File: src/hw/lp_defines.svh
// register offsets, field positions, reset values and link timing counts
// assumes a 32-bit register port with byte addresses on an 8-bit bus
`ifndef LP_DEFINES_SVH
`define LP_DEFINES_SVH

`define LP_ADDR_MR2        8'h00
`define LP_ADDR_MR4        8'h04
`define LP_ADDR_MR5        8'h08
`define LP_ADDR_STATUS     8'h0c

`define LP_MR2_SR_LSB      6
`define LP_MR4_CAL_LSB     6
`define LP_MR4_ABORT_BIT   9
`define LP_MR5_PAR_LSB     0
`define LP_MR5_ODTOFF_BIT  5
`define LP_MR5_PARK_LSB    6
`define LP_ST_VIOL_BIT     7

`define LP_SR_SEL_RST      2'h0
`define LP_FIELD3_RST      3'h0

// counts in link clock edges
`define LP_CPDED_NCK       4
`define LP_XP_NCK          4
`define LP_XS_NCK          16
`define LP_XS_ABORT_NCK    8
`define LP_MPX_NCK         4

`endif

File: src/hw/lp_pkg.sv
// types shared by the low-power state logic
// assumes nothing beyond a SystemVerilog compiler
package lp_pkg;

   typedef enum logic [2:0] {
      ST_IDLE    = 3'h0,
      ST_PD_ENT  = 3'h1,
      ST_PD      = 3'h3,
      ST_PD_EXIT = 3'h2,
      ST_SR      = 3'h6,
      ST_SR_EXIT = 3'h7
   } lp_state_t;

   typedef enum logic [1:0] {
      PD_NONE      = 2'h0,
      PD_PRECHARGE = 2'h1,
      PD_ACTIVE    = 2'h2
   } pd_kind_t;

   localparam logic [1:0] RATE_NORMAL  = 2'h0;
   localparam logic [1:0] RATE_REDUCED = 2'h1;
   localparam logic [1:0] RATE_HIGH    = 2'h2;
   localparam logic [1:0] RATE_AUTO    = 2'h3;

endpackage

File: src/hw/lp_link_if.sv
// decoded link events passed from the pin sampler to the state logic
// assumes both ends run on core_clk_i
`timescale 1ns/100ps
interface lp_link_if;
   logic ev;
   logic cke;
   logic cke_prev;
   logic des;
   logic nop;
   logic sre;
   logic hot;

   modport src (output ev, cke, cke_prev, des, nop, sre, hot);
   modport dst (input  ev, cke, cke_prev, des, nop, sre, hot);
endinterface

File: src/hw/link_sampler.sv
// synchronises the link pins and decodes one command per link clock edge
// assumes pins are asynchronous to core_clk_i, link clock much slower
`timescale 1ns/100ps
module link_sampler (
   // clock and reset
   input  wire logic core_clk_i,
   input  wire logic rst_n_i,
   input  wire logic ce_i,
   // pins
   input  wire logic ck_i,
   input  wire logic cke_i,
   input  wire logic cs_n_i,
   input  wire logic act_n_i,
   input  wire logic ras_n_i,
   input  wire logic cas_n_i,
   input  wire logic we_n_i,
   input  wire logic temp_hot_i,
   // decoded events
   lp_link_if.src    lk
);

   logic [7:0] meta;
   logic [7:0] pins;
   logic       ck_d;
   logic       edge_seen;

   // two flops per pin; only the second stage is looked at
   always_ff @(posedge core_clk_i or negedge rst_n_i) begin
      if (!rst_n_i) begin
         meta <= 8'h0;
         pins <= 8'h0;
      end else if (ce_i) begin
         meta <= {temp_hot_i, we_n_i, cas_n_i, ras_n_i,
                  act_n_i, cs_n_i, cke_i, ck_i};
         pins <= meta;
      end
   end

   always_ff @(posedge core_clk_i or negedge rst_n_i) begin
      if (!rst_n_i) begin
         ck_d <= 1'b0;
      end else if (ce_i) begin
         ck_d <= pins[0];
      end
   end

   assign edge_seen = pins[0] && !ck_d;

   always_ff @(posedge core_clk_i or negedge rst_n_i) begin
      if (!rst_n_i) begin
         lk.ev       <= 1'b0;
         lk.cke      <= 1'b1;
         lk.cke_prev <= 1'b1;
         lk.des      <= 1'b1;
         lk.nop      <= 1'b0;
         lk.sre      <= 1'b0;
         lk.hot      <= 1'b0;
      end else if (ce_i) begin
         lk.ev  <= edge_seen;
         lk.hot <= pins[7];
         if (edge_seen) begin
            lk.cke_prev <= lk.cke;
            lk.cke      <= pins[1];
            lk.des      <= pins[2];
            lk.nop      <= !pins[2] && pins[3] && pins[4] &&
                           pins[5] && pins[6];
            lk.sre      <= !pins[2] && pins[3] && !pins[4] &&
                           !pins[5] && pins[6] && !pins[1];
         end
      end
   end

endmodule

File: src/hw/ddr4_low_power_state_logic.sv
// low-power state logic: self-refresh rate, self-refresh exit, power-down
// assumes a register port on core_clk_i and link pins sampled by it
//
// The register offsets and the strobed register port were decided locally.
`timescale 1ns/100ps
`include "lp_defines.svh"

module ddr4_low_power_state_logic
   import lp_pkg::*;
#(
   parameter int unsigned CPDED_NCK    = `LP_CPDED_NCK,
   parameter int unsigned XP_NCK       = `LP_XP_NCK,
   parameter int unsigned XS_NCK       = `LP_XS_NCK,
   parameter int unsigned XS_ABORT_NCK = `LP_XS_ABORT_NCK,
   parameter int unsigned MPX_NCK      = `LP_MPX_NCK
) (
   // clock, reset, enable
   input  wire logic        core_clk_i,
   input  wire logic        rst_n_i,
   input  wire logic        ce_i,
   // register port
   input  wire logic [7:0]  addr_i,
   input  wire logic [31:0] wdata_i,
   input  wire logic        wr_i,
   input  wire logic        rd_i,
   output logic      [31:0] rdata_o,
   // link pins
   input  wire logic        ck_i,
   input  wire logic        cke_i,
   input  wire logic        cs_n_i,
   input  wire logic        act_n_i,
   input  wire logic        ras_n_i,
   input  wire logic        cas_n_i,
   input  wire logic        we_n_i,
   input  wire logic        temp_hot_i,
   // core status
   input  wire logic        op_busy_i,
   input  wire logic        bank_open_i,
   input  wire logic        refresh_busy_i,
   // low-power controls
   output logic             in_pd_o,
   output logic             in_sr_o,
   output logic             low_current_o,
   output logic [1:0]       pd_kind_o,
   output logic             io_buf_en_o,
   output logic             ca_rx_en_o,
   output logic             odt_buf_en_o,
   output logic             rtt_nom_en_o,
   output logic             rtt_park_en_o,
   output logic             dll_en_o,
   output logic             cmd_ready_o,
   output logic [1:0]       sr_rate_o,
   output logic             refresh_abort_o,
   output logic [15:0]      refresh_count_o
);

   logic       rst_meta_n;
   logic       rst_n;
   lp_link_if  lk ();

   lp_state_t  state;
   logic [7:0] cnt;
   logic [7:0] mpx_cnt;
   logic [1:0] sr_sel;
   logic       abort_en;
   logic [2:0] cal_lat;
   logic [2:0] par_lat;
   logic       odt_off;
   logic [2:0] park;
   logic [1:0] sr_mode;
   logic       nop_ok;
   logic       viol;
   logic       ref_busy_d;
   logic       ref_aborted;
   logic [15:0] ref_cnt;
   logic       srx_ok;
   logic       bad_cmd;
   logic       ref_done;
   logic       pd_st;
   logic [1:0] next_rate;

   // reset released through two flops, asserted at once
   always_ff @(posedge core_clk_i or negedge rst_n_i) begin
      if (!rst_n_i) begin
         rst_meta_n <= 1'b0;
         rst_n      <= 1'b0;
      end else begin
         rst_meta_n <= 1'b1;
         rst_n      <= rst_meta_n;
      end
   end

   link_sampler u_sampler (
      .core_clk_i (core_clk_i),
      .rst_n_i    (rst_n),
      .ce_i       (ce_i),
      .ck_i       (ck_i),
      .cke_i      (cke_i),
      .cs_n_i     (cs_n_i),
      .act_n_i    (act_n_i),
      .ras_n_i    (ras_n_i),
      .cas_n_i    (cas_n_i),
      .we_n_i     (we_n_i),
      .temp_hot_i (temp_hot_i),
      .lk         (lk.src)
   );

   // mode register shadows
   always_ff @(posedge core_clk_i or negedge rst_n) begin
      if (!rst_n) begin
         sr_sel   <= `LP_SR_SEL_RST;
         abort_en <= 1'b0;
         cal_lat  <= `LP_FIELD3_RST;
         par_lat  <= `LP_FIELD3_RST;
         odt_off  <= 1'b0;
         park     <= `LP_FIELD3_RST;
      end else if (ce_i && wr_i) begin
         if (addr_i == `LP_ADDR_MR2) begin
            sr_sel <= wdata_i[`LP_MR2_SR_LSB +: 2];
         end else if (addr_i == `LP_ADDR_MR4) begin
            abort_en <= wdata_i[`LP_MR4_ABORT_BIT];
            cal_lat  <= wdata_i[`LP_MR4_CAL_LSB +: 3];
         end else if (addr_i == `LP_ADDR_MR5) begin
            par_lat <= wdata_i[`LP_MR5_PAR_LSB +: 3];
            odt_off <= wdata_i[`LP_MR5_ODTOFF_BIT];
            park    <= wdata_i[`LP_MR5_PARK_LSB +: 3];
         end
      end
   end

   // register read, data valid the cycle after the strobe only
   always_ff @(posedge core_clk_i or negedge rst_n) begin
      if (!rst_n) begin
         rdata_o <= 32'h0;
      end else if (ce_i) begin
         if (!rd_i) begin
            rdata_o <= 32'h0;
         end else if (addr_i == `LP_ADDR_MR2) begin
            rdata_o <= {24'h0, sr_sel, 6'h0};
         end else if (addr_i == `LP_ADDR_MR4) begin
            rdata_o <= {22'h0, abort_en, cal_lat, 6'h0};
         end else if (addr_i == `LP_ADDR_MR5) begin
            rdata_o <= {23'h0, park, odt_off, 2'h0, par_lat};
         end else if (addr_i == `LP_ADDR_STATUS) begin
            rdata_o <= {8'h0, ref_cnt, viol, sr_rate_o,
                        pd_kind_o, state};
         end else begin
            rdata_o <= 32'h0;
         end
      end
   end

   // exit from self refresh: deselect, or no-op where entry allowed it
   assign srx_ok = lk.ev && lk.cke && (lk.des || (lk.nop && nop_ok));
   // anything but deselect in the exit delay, except window no-ops
   assign bad_cmd = lk.ev && !lk.des &&
                    !(lk.nop && nop_ok && mpx_cnt != 8'h0);

   always_ff @(posedge core_clk_i or negedge rst_n) begin
      if (!rst_n) begin
         state   <= ST_IDLE;
         cnt     <= 8'h0;
         mpx_cnt <= 8'h0;
      end else if (ce_i) begin
         case (state)
            ST_IDLE: begin
               if (lk.ev && lk.cke_prev && !lk.cke && lk.sre) begin
                  state <= ST_SR;
               end else if (lk.ev && lk.cke_prev && !lk.cke &&
                            lk.des) begin
                  state <= ST_PD_ENT;
                  cnt   <= 8'(CPDED_NCK);
               end
            end
            ST_PD_ENT: begin
               if (lk.ev && lk.cke && lk.des) begin
                  state <= ST_PD_EXIT;
                  cnt   <= 8'(XP_NCK);
               end else if (lk.ev) begin
                  if (cnt <= 8'h1) begin
                     state <= ST_PD;
                  end
                  cnt <= cnt - 8'h1;
               end
            end
            ST_PD: begin
               if (lk.ev && lk.cke && lk.des) begin
                  state <= ST_PD_EXIT;
                  cnt   <= 8'(XP_NCK);
               end
            end
            ST_PD_EXIT: begin
               if (lk.ev) begin
                  if (cnt <= 8'h1) begin
                     state <= ST_IDLE;
                  end
                  cnt <= cnt - 8'h1;
               end
            end
            ST_SR: begin
               if (srx_ok) begin
                  state   <= ST_SR_EXIT;
                  cnt     <= abort_en ? 8'(XS_ABORT_NCK) : 8'(XS_NCK);
                  mpx_cnt <= lk.nop ? 8'(MPX_NCK) : 8'h0;
               end
            end
            ST_SR_EXIT: begin
               if (lk.ev) begin
                  if (cnt <= 8'h1) begin
                     state <= ST_IDLE;
                  end
                  cnt <= cnt - 8'h1;
                  if (mpx_cnt != 8'h0) begin
                     mpx_cnt <= mpx_cnt - 8'h1;
                  end
               end
            end
            default: begin
               state <= ST_IDLE;
            end
         endcase
      end
   end

   // self-refresh mode fixed at entry; later writes act on the next one
   always_ff @(posedge core_clk_i or negedge rst_n) begin
      if (!rst_n) begin
         sr_mode <= `LP_SR_SEL_RST;
         nop_ok  <= 1'b0;
      end else if (ce_i && state == ST_IDLE && lk.ev && lk.sre) begin
         sr_mode <= sr_sel;
         nop_ok  <= cal_lat == 3'h0 && par_lat == 3'h0;
      end
   end

   // sticky protocol flag; write one to clear, a new event wins
   always_ff @(posedge core_clk_i or negedge rst_n) begin
      if (!rst_n) begin
         viol <= 1'b0;
      end else if (ce_i) begin
         if (state == ST_SR_EXIT && bad_cmd) begin
            viol <= 1'b1;
         end else if (wr_i && addr_i == `LP_ADDR_STATUS &&
                      wdata_i[`LP_ST_VIOL_BIT]) begin
            viol <= 1'b0;
         end
      end
   end

   always_comb begin
      if (sr_mode == RATE_AUTO) begin
         next_rate = lk.hot ? RATE_HIGH : RATE_NORMAL;
      end else begin
         next_rate = sr_mode;
      end
   end

   assign pd_st    = state == ST_PD_ENT || state == ST_PD;
   assign ref_done = ref_busy_d && !refresh_busy_i;

   // internal refresh counter; an aborted refresh does not count
   always_ff @(posedge core_clk_i or negedge rst_n) begin
      if (!rst_n) begin
         ref_busy_d      <= 1'b0;
         ref_aborted     <= 1'b0;
         ref_cnt         <= 16'h0;
         refresh_abort_o <= 1'b0;
      end else if (ce_i) begin
         ref_busy_d      <= refresh_busy_i;
         refresh_abort_o <= 1'b0;
         if (state == ST_SR && srx_ok && abort_en && refresh_busy_i) begin
            refresh_abort_o <= 1'b1;
            ref_aborted     <= 1'b1;
         end else if (ref_done) begin
            ref_aborted <= 1'b0;
            if (!ref_aborted) begin
               ref_cnt <= ref_cnt + 16'h1;
            end
         end
      end
   end

   // registered outputs
   always_ff @(posedge core_clk_i or negedge rst_n) begin
      if (!rst_n) begin
         in_pd_o         <= 1'b0;
         in_sr_o         <= 1'b0;
         low_current_o   <= 1'b0;
         pd_kind_o       <= PD_NONE;
         io_buf_en_o     <= 1'b1;
         ca_rx_en_o      <= 1'b1;
         odt_buf_en_o    <= 1'b1;
         rtt_nom_en_o    <= 1'b1;
         rtt_park_en_o   <= 1'b0;
         dll_en_o        <= 1'b1;
         cmd_ready_o     <= 1'b0;
         sr_rate_o       <= RATE_NORMAL;
         refresh_count_o <= 16'h0;
      end else if (ce_i) begin
         in_pd_o         <= pd_st;
         in_sr_o         <= state == ST_SR;
         // low current only in ST_PD, once op_busy_i work has drained; refresh_busy_i is not looked at
         low_current_o   <= state == ST_PD && !op_busy_i;
         if (!pd_st) begin
            pd_kind_o <= PD_NONE;
         end else if (!op_busy_i) begin
            pd_kind_o <= bank_open_i ? PD_ACTIVE : PD_PRECHARGE;
         end
         io_buf_en_o     <= !pd_st && state != ST_SR;
         ca_rx_en_o      <= state != ST_PD && state != ST_SR;
         odt_buf_en_o    <= !(pd_st && odt_off);
         rtt_nom_en_o    <= !(pd_st && odt_off) && state != ST_SR;
         rtt_park_en_o   <= park != 3'h0 && state != ST_SR;
         dll_en_o        <= state != ST_SR;
         cmd_ready_o     <= state == ST_IDLE;
         sr_rate_o       <= next_rate;
         refresh_count_o <= ref_cnt;
      end
   end
endmodule

File: config.mk
export PLATFORM = sky130hd
export DESIGN_NAME = ddr4_low_power_state_logic
export DESIGN_NICKNAME = d
export VERILOG_FILES = /design/src/hw/lp_pkg.sv /design/src/hw/lp_link_if.sv /design/src/hw/link_sampler.sv /design/src/hw/ddr4_low_power_state_logic.sv
export VERILOG_INCLUDE_DIRS = /design/src /design/src/hw
export SDC_FILE = /design/constraint.sdc
export NUM_CORES = 1
export LEC_CHECK = 0
export BUFFER_PORTS_ARGS = -buffer_cell sky130_fd_sc_hd__buf_2
export CAP_MARGIN = 20
export CORE_MARGIN = 10
export CORE_UTILIZATION = 40
export CTS_CLUSTER_DIAMETER = 50
export DETAILED_ROUTE_END_ITERATION = 10
export GPL_TIMING_DRIVEN = 0
export SETUP_SLACK_MARGIN = 0.5
export SYNTH_ARGS = -nofsm -noshare
export SYNTH_HDL_FRONTEND = slang
export SYNTH_HIERARCHICAL = 1
export SYNTH_SLANG_ARGS = --single-unit
File: constraint.sdc
create_clock -name core_clk_i -period 7.1 [get_ports core_clk_i]
set_clock_uncertainty 0.05 [all_clocks]
set_input_delay 0.355 -clock core_clk_i [delete_from_list [all_inputs] [get_ports core_clk_i]]
set_output_delay 0.355 -clock core_clk_i [all_outputs]
set_load 0.005 [all_outputs]
After elaboration in Yosys (flattened, before gate mapping)
Cells that the tools add are included.
{"block": "word_totals", "register_bits": 143, "out_inout_bits": 63}
{"block": "op_classes", "add_sub_neg": 3, "magnitude_cmp": 1, "eq_ne": 23, "n_mux": 38, "bitwise": 4, "n_reduce_logical": 74}
{"cell": "$mux W24", "count": 5}
{"cell": "$mux W8", "count": 9}
{"cell": "$pmux W8 S5", "count": 1}
{"cell": "$logic_and A1 B1 Y1", "count": 38}
{"cell": "$mux W3", "count": 10}
{"cell": "$add A16 B1 Y16 const B", "count": 1}
{"cell": "$eq A8 B4 Y1 const B", "count": 2}
{"cell": "$pmux W8 S2", "count": 1}
{"cell": "$sub A8 B1 Y8 const B", "count": 2}
{"cell": "$pmux W3 S5", "count": 1}
{"cell": "$logic_not A1 Y1", "count": 12}
{"cell": "$ne A2 B2 Y1 const B", "count": 6}
{"cell": "$mux W2", "count": 5}
{"cell": "$reduce_and A2 Y1", "count": 5}
{"cell": "$logic_not A3 Y1", "count": 3}
{"cell": "$ne A3 B3 Y1 const B", "count": 3}
{"cell": "$eq A8 B3 Y1 const B", "count": 1}
{"cell": "$le A8 B1 Y1 const B", "count": 1}
{"cell": "$logic_not A8 Y1", "count": 1}
{"cell": "$reduce_and A4 Y1", "count": 2}
{"cell": "$reduce_and A8 Y1", "count": 1}
{"cell": "$reduce_bool A8 Y1", "count": 1}
{"cell": "$eq A3 B2 Y1 const B", "count": 2}
{"cell": "$eq A3 B3 Y1 const B", "count": 2}
{"cell": "15 further kinds", "count": 28}

Longest topological paths before layout
{"block": "logic_depth", "depth_word": 8, "ltp_mapped": 7, "depth_no_buf": 7}

Hierarchy
The synthesis kept the hierarchy.
{"mod": "ddr4_low_power_state_logic", "instances": 1, "cells_per_inst": 502, "area_each_um2": 5222.5, "seq_area_each_um2": 2783.9}
{"mod": "link_sampler", "instances": 1, "cells_per_inst": 55, "area_each_um2": 972.2, "seq_area_each_um2": 604.3}

Least setup slack after synthesis
No wires, ideal clock.
{"block": "synth_path", "kind": "input to register", "startpoint": "input port addr_i[5]", "endpoint": "register odt_off", "setup_time_ps": 125, "t_arrival_ps": 1657, "setup_slack_ps": 5268, "stages": 5, "n_path_buf": 0, "cell_sequence": "nor4_1 > and2_1 > nand4_1 > nor2_2 > mux2_2"}
{"block": "synth_via", "elab_chain_cells": 3}
{"element": "from (decl)", "line_no": "ddr4_low_power_state_logic.sv:22", "source": "input wire logic [7:0] addr_i,"}
{"element": "$eq A8 B3 Y1 (no source line) or $logic_not A8 Y1 (tied branches)"}
{"element": "$not A1 Y1 (no source line)"}
{"element": "$reduce_and A4 Y1 (no source line) *"}
{"element": "to (signal assigned)", "line_no": "ddr4_low_power_state_logic.sv:125", "source": "odt_off <= wdata_i[`LP_MR5_ODTOFF_BIT];"}
{"element": "to (decl)", "line_no": "ddr4_low_power_state_logic.sv:68", "source": "logic odt_off;"}
Mark *: on every way between the ends. The rest lies on a longest branch, timed or not.
A chain may end at the register's enable or synchronous reset.

Worst setup path after layout
{"block": "layout_path", "startpoint": "register state[2]", "endpoint": "register mpx_cnt[2]"}
{"block": "layout_via", "elab_chain_cells": 3}
{"element": "from (decl)", "line_no": "ddr4_low_power_state_logic.sv:61", "source": "lp_state_t state;"}
{"element": "from (signal assigned)", "line_no": "ddr4_low_power_state_logic.sv:161", "source": "state <= ST_IDLE;"}
{"element": "from (signal assigned)", "line_no": "ddr4_low_power_state_logic.sv:168", "source": "state <= ST_SR;"}
{"element": "from (signal assigned)", "line_no": "ddr4_low_power_state_logic.sv:171", "source": "state <= ST_PD_ENT;"}
{"element": "$eq A3 B3 Y1", "line_no": "ddr4_low_power_state_logic.sv:165", "source": "case (state)"}
{"element": "$ne A2 B1 Y1 (no source line) (tied with other cells)"}
{"element": "$reduce_and A5 Y1 (no source line)"}
{"element": "to (signal assigned)", "line_no": "ddr4_low_power_state_logic.sv:204", "source": "mpx_cnt <= lk.nop ? 8'(MPX_NCK) : 8'h0;"}
{"element": "to (signal assigned)", "line_no": "ddr4_low_power_state_logic.sv:214", "source": "mpx_cnt <= mpx_cnt - 8'h1;"}
{"element": "to (decl)", "line_no": "ddr4_low_power_state_logic.sv:63", "source": "logic [7:0] mpx_cnt;"}
Parallel ways exist; a longest one is shown, timed or not.

==> flow_metrics.tcl <==
set metrics [dict create \
    setup_viol 0 \
    rows 45 \
    yosysUniqueCellTypes 62 \
    min_from "cs_n_i" \
    power_density_nw_per_um2 302 \
    synthesis.instances 557 \
    clk_latency_ns 0.42 \
    final_hold_viol_count 0 \
    cts_hold_buf 1 \
    cts_root_buf "clkbuf_16" \
    grt_util_all_layers_pct 14.1 \
    cts_buffer_depth 2 \
    syn2layout_area_growth_pct 20.8 \
    max_freq_ghz 0.431 \
    final_cell_mix "dfrtp_1, buf_2, mux2_2" \
    path_buf_inv 2 \
    synth_seq_cells 135 \
    synth_largest_area_cell "dfrtp_1" \
    cts_htree_levels 4 \
    fin_tns_setup_ns 0 \
    tightest_slew_ns 0.649 \
    async_reset_ff_share_pct 100 \
    grt_pass1_wl_um 23400 \
    cts.repair.resized 0 \
    antennaDiodeCount 0 \
    slew_viol_final 0 \
    grt_pass1_vias 4494 \
    endpoint_kind "flip-flop" \
    leakage_nw 3.56 \
    critPathSlowestCell "nor3_2" \
    crit_path_frequent_cell "o21ai_0" \
    setup_ws_ns 4.78 \
    p_total_w 0.00226 \
    hpwl_um 10800 \
    cts_inserted_buffers 17 \
    final_util_pct 49.2 \
    startpoint "state[2]" \
    setup.worst_path.class "flip-flop to flip-flop" \
    hp-class "input port to flip-flop" \
    status "complete, no violations" \
    drtIter0Drc 250 \
    fin_crit_ns 2.32 \
    slowest_delay_ns 0.47 \
    cts_tree "built" \
    post-place-ws_ns 4.75 \
    wl_per_cell_um 16.5 \
    drt_wl_total_um 14400 \
    coreArea_sq_um 15200 \
    yosys_most_used_dff "dfrtp_1" \
    drc 0 \
    drt-vias-per-instance 5.20 \
    die_y_um 144 \
    ys_seq_area_share_pct 54.7 \
    maxSlewHeadroom_pct 56.7 \
    arrival_ns 2.54 \
    start_util_pct 40.7 \
    nFillCells 1391 \
    crit_chain "buf_6 > clkbuf_1 > nand3b_1 > nor3_2 > a21oi_1 > o21ai_0 > o21ai_0" \
    drt_first_pass_iters 4 \
    final_common_cell "dfrtp_1" \
    synth_edf_count 0 \
    startpoint_type "flip-flop" \
    r2r_start "state[2]" \
    antenna_found_initial 0 \
    portBuffers 85 \
    drv_cap 0 \
    layout.nets 732 \
    critical_path.top_delay_family "simple AND/OR/NAND/NOR gates" \
    die-area_sq_um 20900 \
    cts_sinks 135 \
    path_max_fanout 10 \
    fp.dieW_um 144 \
    path_clk_slew_ns 0.06 \
    post-route-period-util_pct 32.7 \
    required_ns 7.32 \
    yosysTopAreaCellShare_pct 51.3 \
    layout-drive-gt1-share_pct 31.0 \
    yosys_warnings 6 \
    grt_max_degree 71 \
    cts_setup_buffers 0 \
    rsz0062_at_grt "false" \
    io_pins 119 \
    overflow 0 \
    gp_congestion 0.846 \
    vdd_ir_drop_max_v 0.000176 \
    synth_area_sq_um 6190 \
    drtAntennaViolNets 0 \
    via_count 4537 \
    yosys-top-cells-area "dfrtp_1, mux2_2, o21ai_0, dfstp_2, inv_1" \
    avgSynthCellArea_sq_um 11.1 \
]
==> metrics by stage <==
stage                     instances  cell area [sq um]  hold WS, ns
after floorplan                 564               6220      0.00941
after global placement          837               6880       0.0909
after detailed placement        839               6930       0.0934
after CTS                       872               7480       0.0989
after global routing            872               7480        0.102
final                           872               7480        0.117
==> routing by layer <==
layer	GRT usage, %	wire, um
met1	18.2	6610
met2	22.1	6770
met3	4.00	856
met4	4.89	191
met5	0	0
==> sequential cells by signal, summed over array words and instances, names as in the netlist, 3 cells and up <==
| signal | cells |
|---|---|
| park | 3 |
| cnt | 8 |
| refresh_count_o | 16 |
| u_sampler/meta | 8 |
| par_lat | 3 |
| u_sampler/pins | 8 |
| ref_cnt | 16 |
| mpx_cnt | 8 |
| state | 3 |
| rdata_o | 24 |
| cal_lat | 3 |
==> cells by family (layout without fill, tap and decap cells) <==
family / after synthesis / count (layout) / share of synthesized area (%)
muxes: 65 / 65 / 12.2
buffers and inverters: 73 / 193 / 5.68
xor gates and xnor gates: 19 / 19 / 2.69
AOI/OAI and AO/OA: 104 / 104 / 10.2
adders and majority gates: 5 / 5 / 1.01
DFF: 135 / 135 / 54.7
other: 2 / 9 / 0.121
and+or+nand+nor: 154 / 154 / 13.4
==> worst paths after layout <==
| path | slack, ns | endpoint | cells after the start |
|---|---|---|---|
| max in group asynchronous | 5.86 | rtt_nom_en_o | 2 |
| worst max-delay path | 4.78 | mpx_cnt[2] | 7 |
| worst min register to register | 0.18 | rdata_o[6] | 0 |
| min in group asynchronous | 0.18 | rdata_o[6] | 0 |
| worst max register to register | 4.78 | mpx_cnt[2] | 7 |
| worst min-delay path | 0.12 | u_sampler/meta[2] | 2 |
==> cell usage after synthesis, types with 8 or more instances <==
cell / count
a21oi_1: 14
and3_1: 8
buf_4: 9
clkbuf_1: 12
dfrtp_1: 127
dfstp_2: 8
inv_1: 42
mux2_2: 49
mux2_4: 9
nand2_1: 39
nand3_1: 14
nand4_1: 10
nor2_1: 35
nor3_1: 9
o21ai_0: 44
xnor2_1: 11
xor2_1: 8
==> where the power goes <==
part / total (W) / switching, W / internal, W
combinational: 0.000481 / 0.000256 / 0.000225
clock: 0.000798 / 0.000338 / 0.000460
sequential: 0.000978 / 0.000102 / 0.000876
==> cell type report <==
type | instances | area [sq um] | area share (%)
flip-flops and latches | 135 | 3390 | 45.3
multi-input cells | 356 | 2480 | 33.2
repair buffers | 88 | 483 | 6.45
clock buffers | 20 | 447 | 5.97
well taps | 188 | 235 | 3.14
plain buffers | 31 | 194 | 2.59
inverters | 42 | 158 | 2.11
clock inverters | 12 | 92.6 | 1.24
No activity file was read; power rests on OpenSTA's default activity.
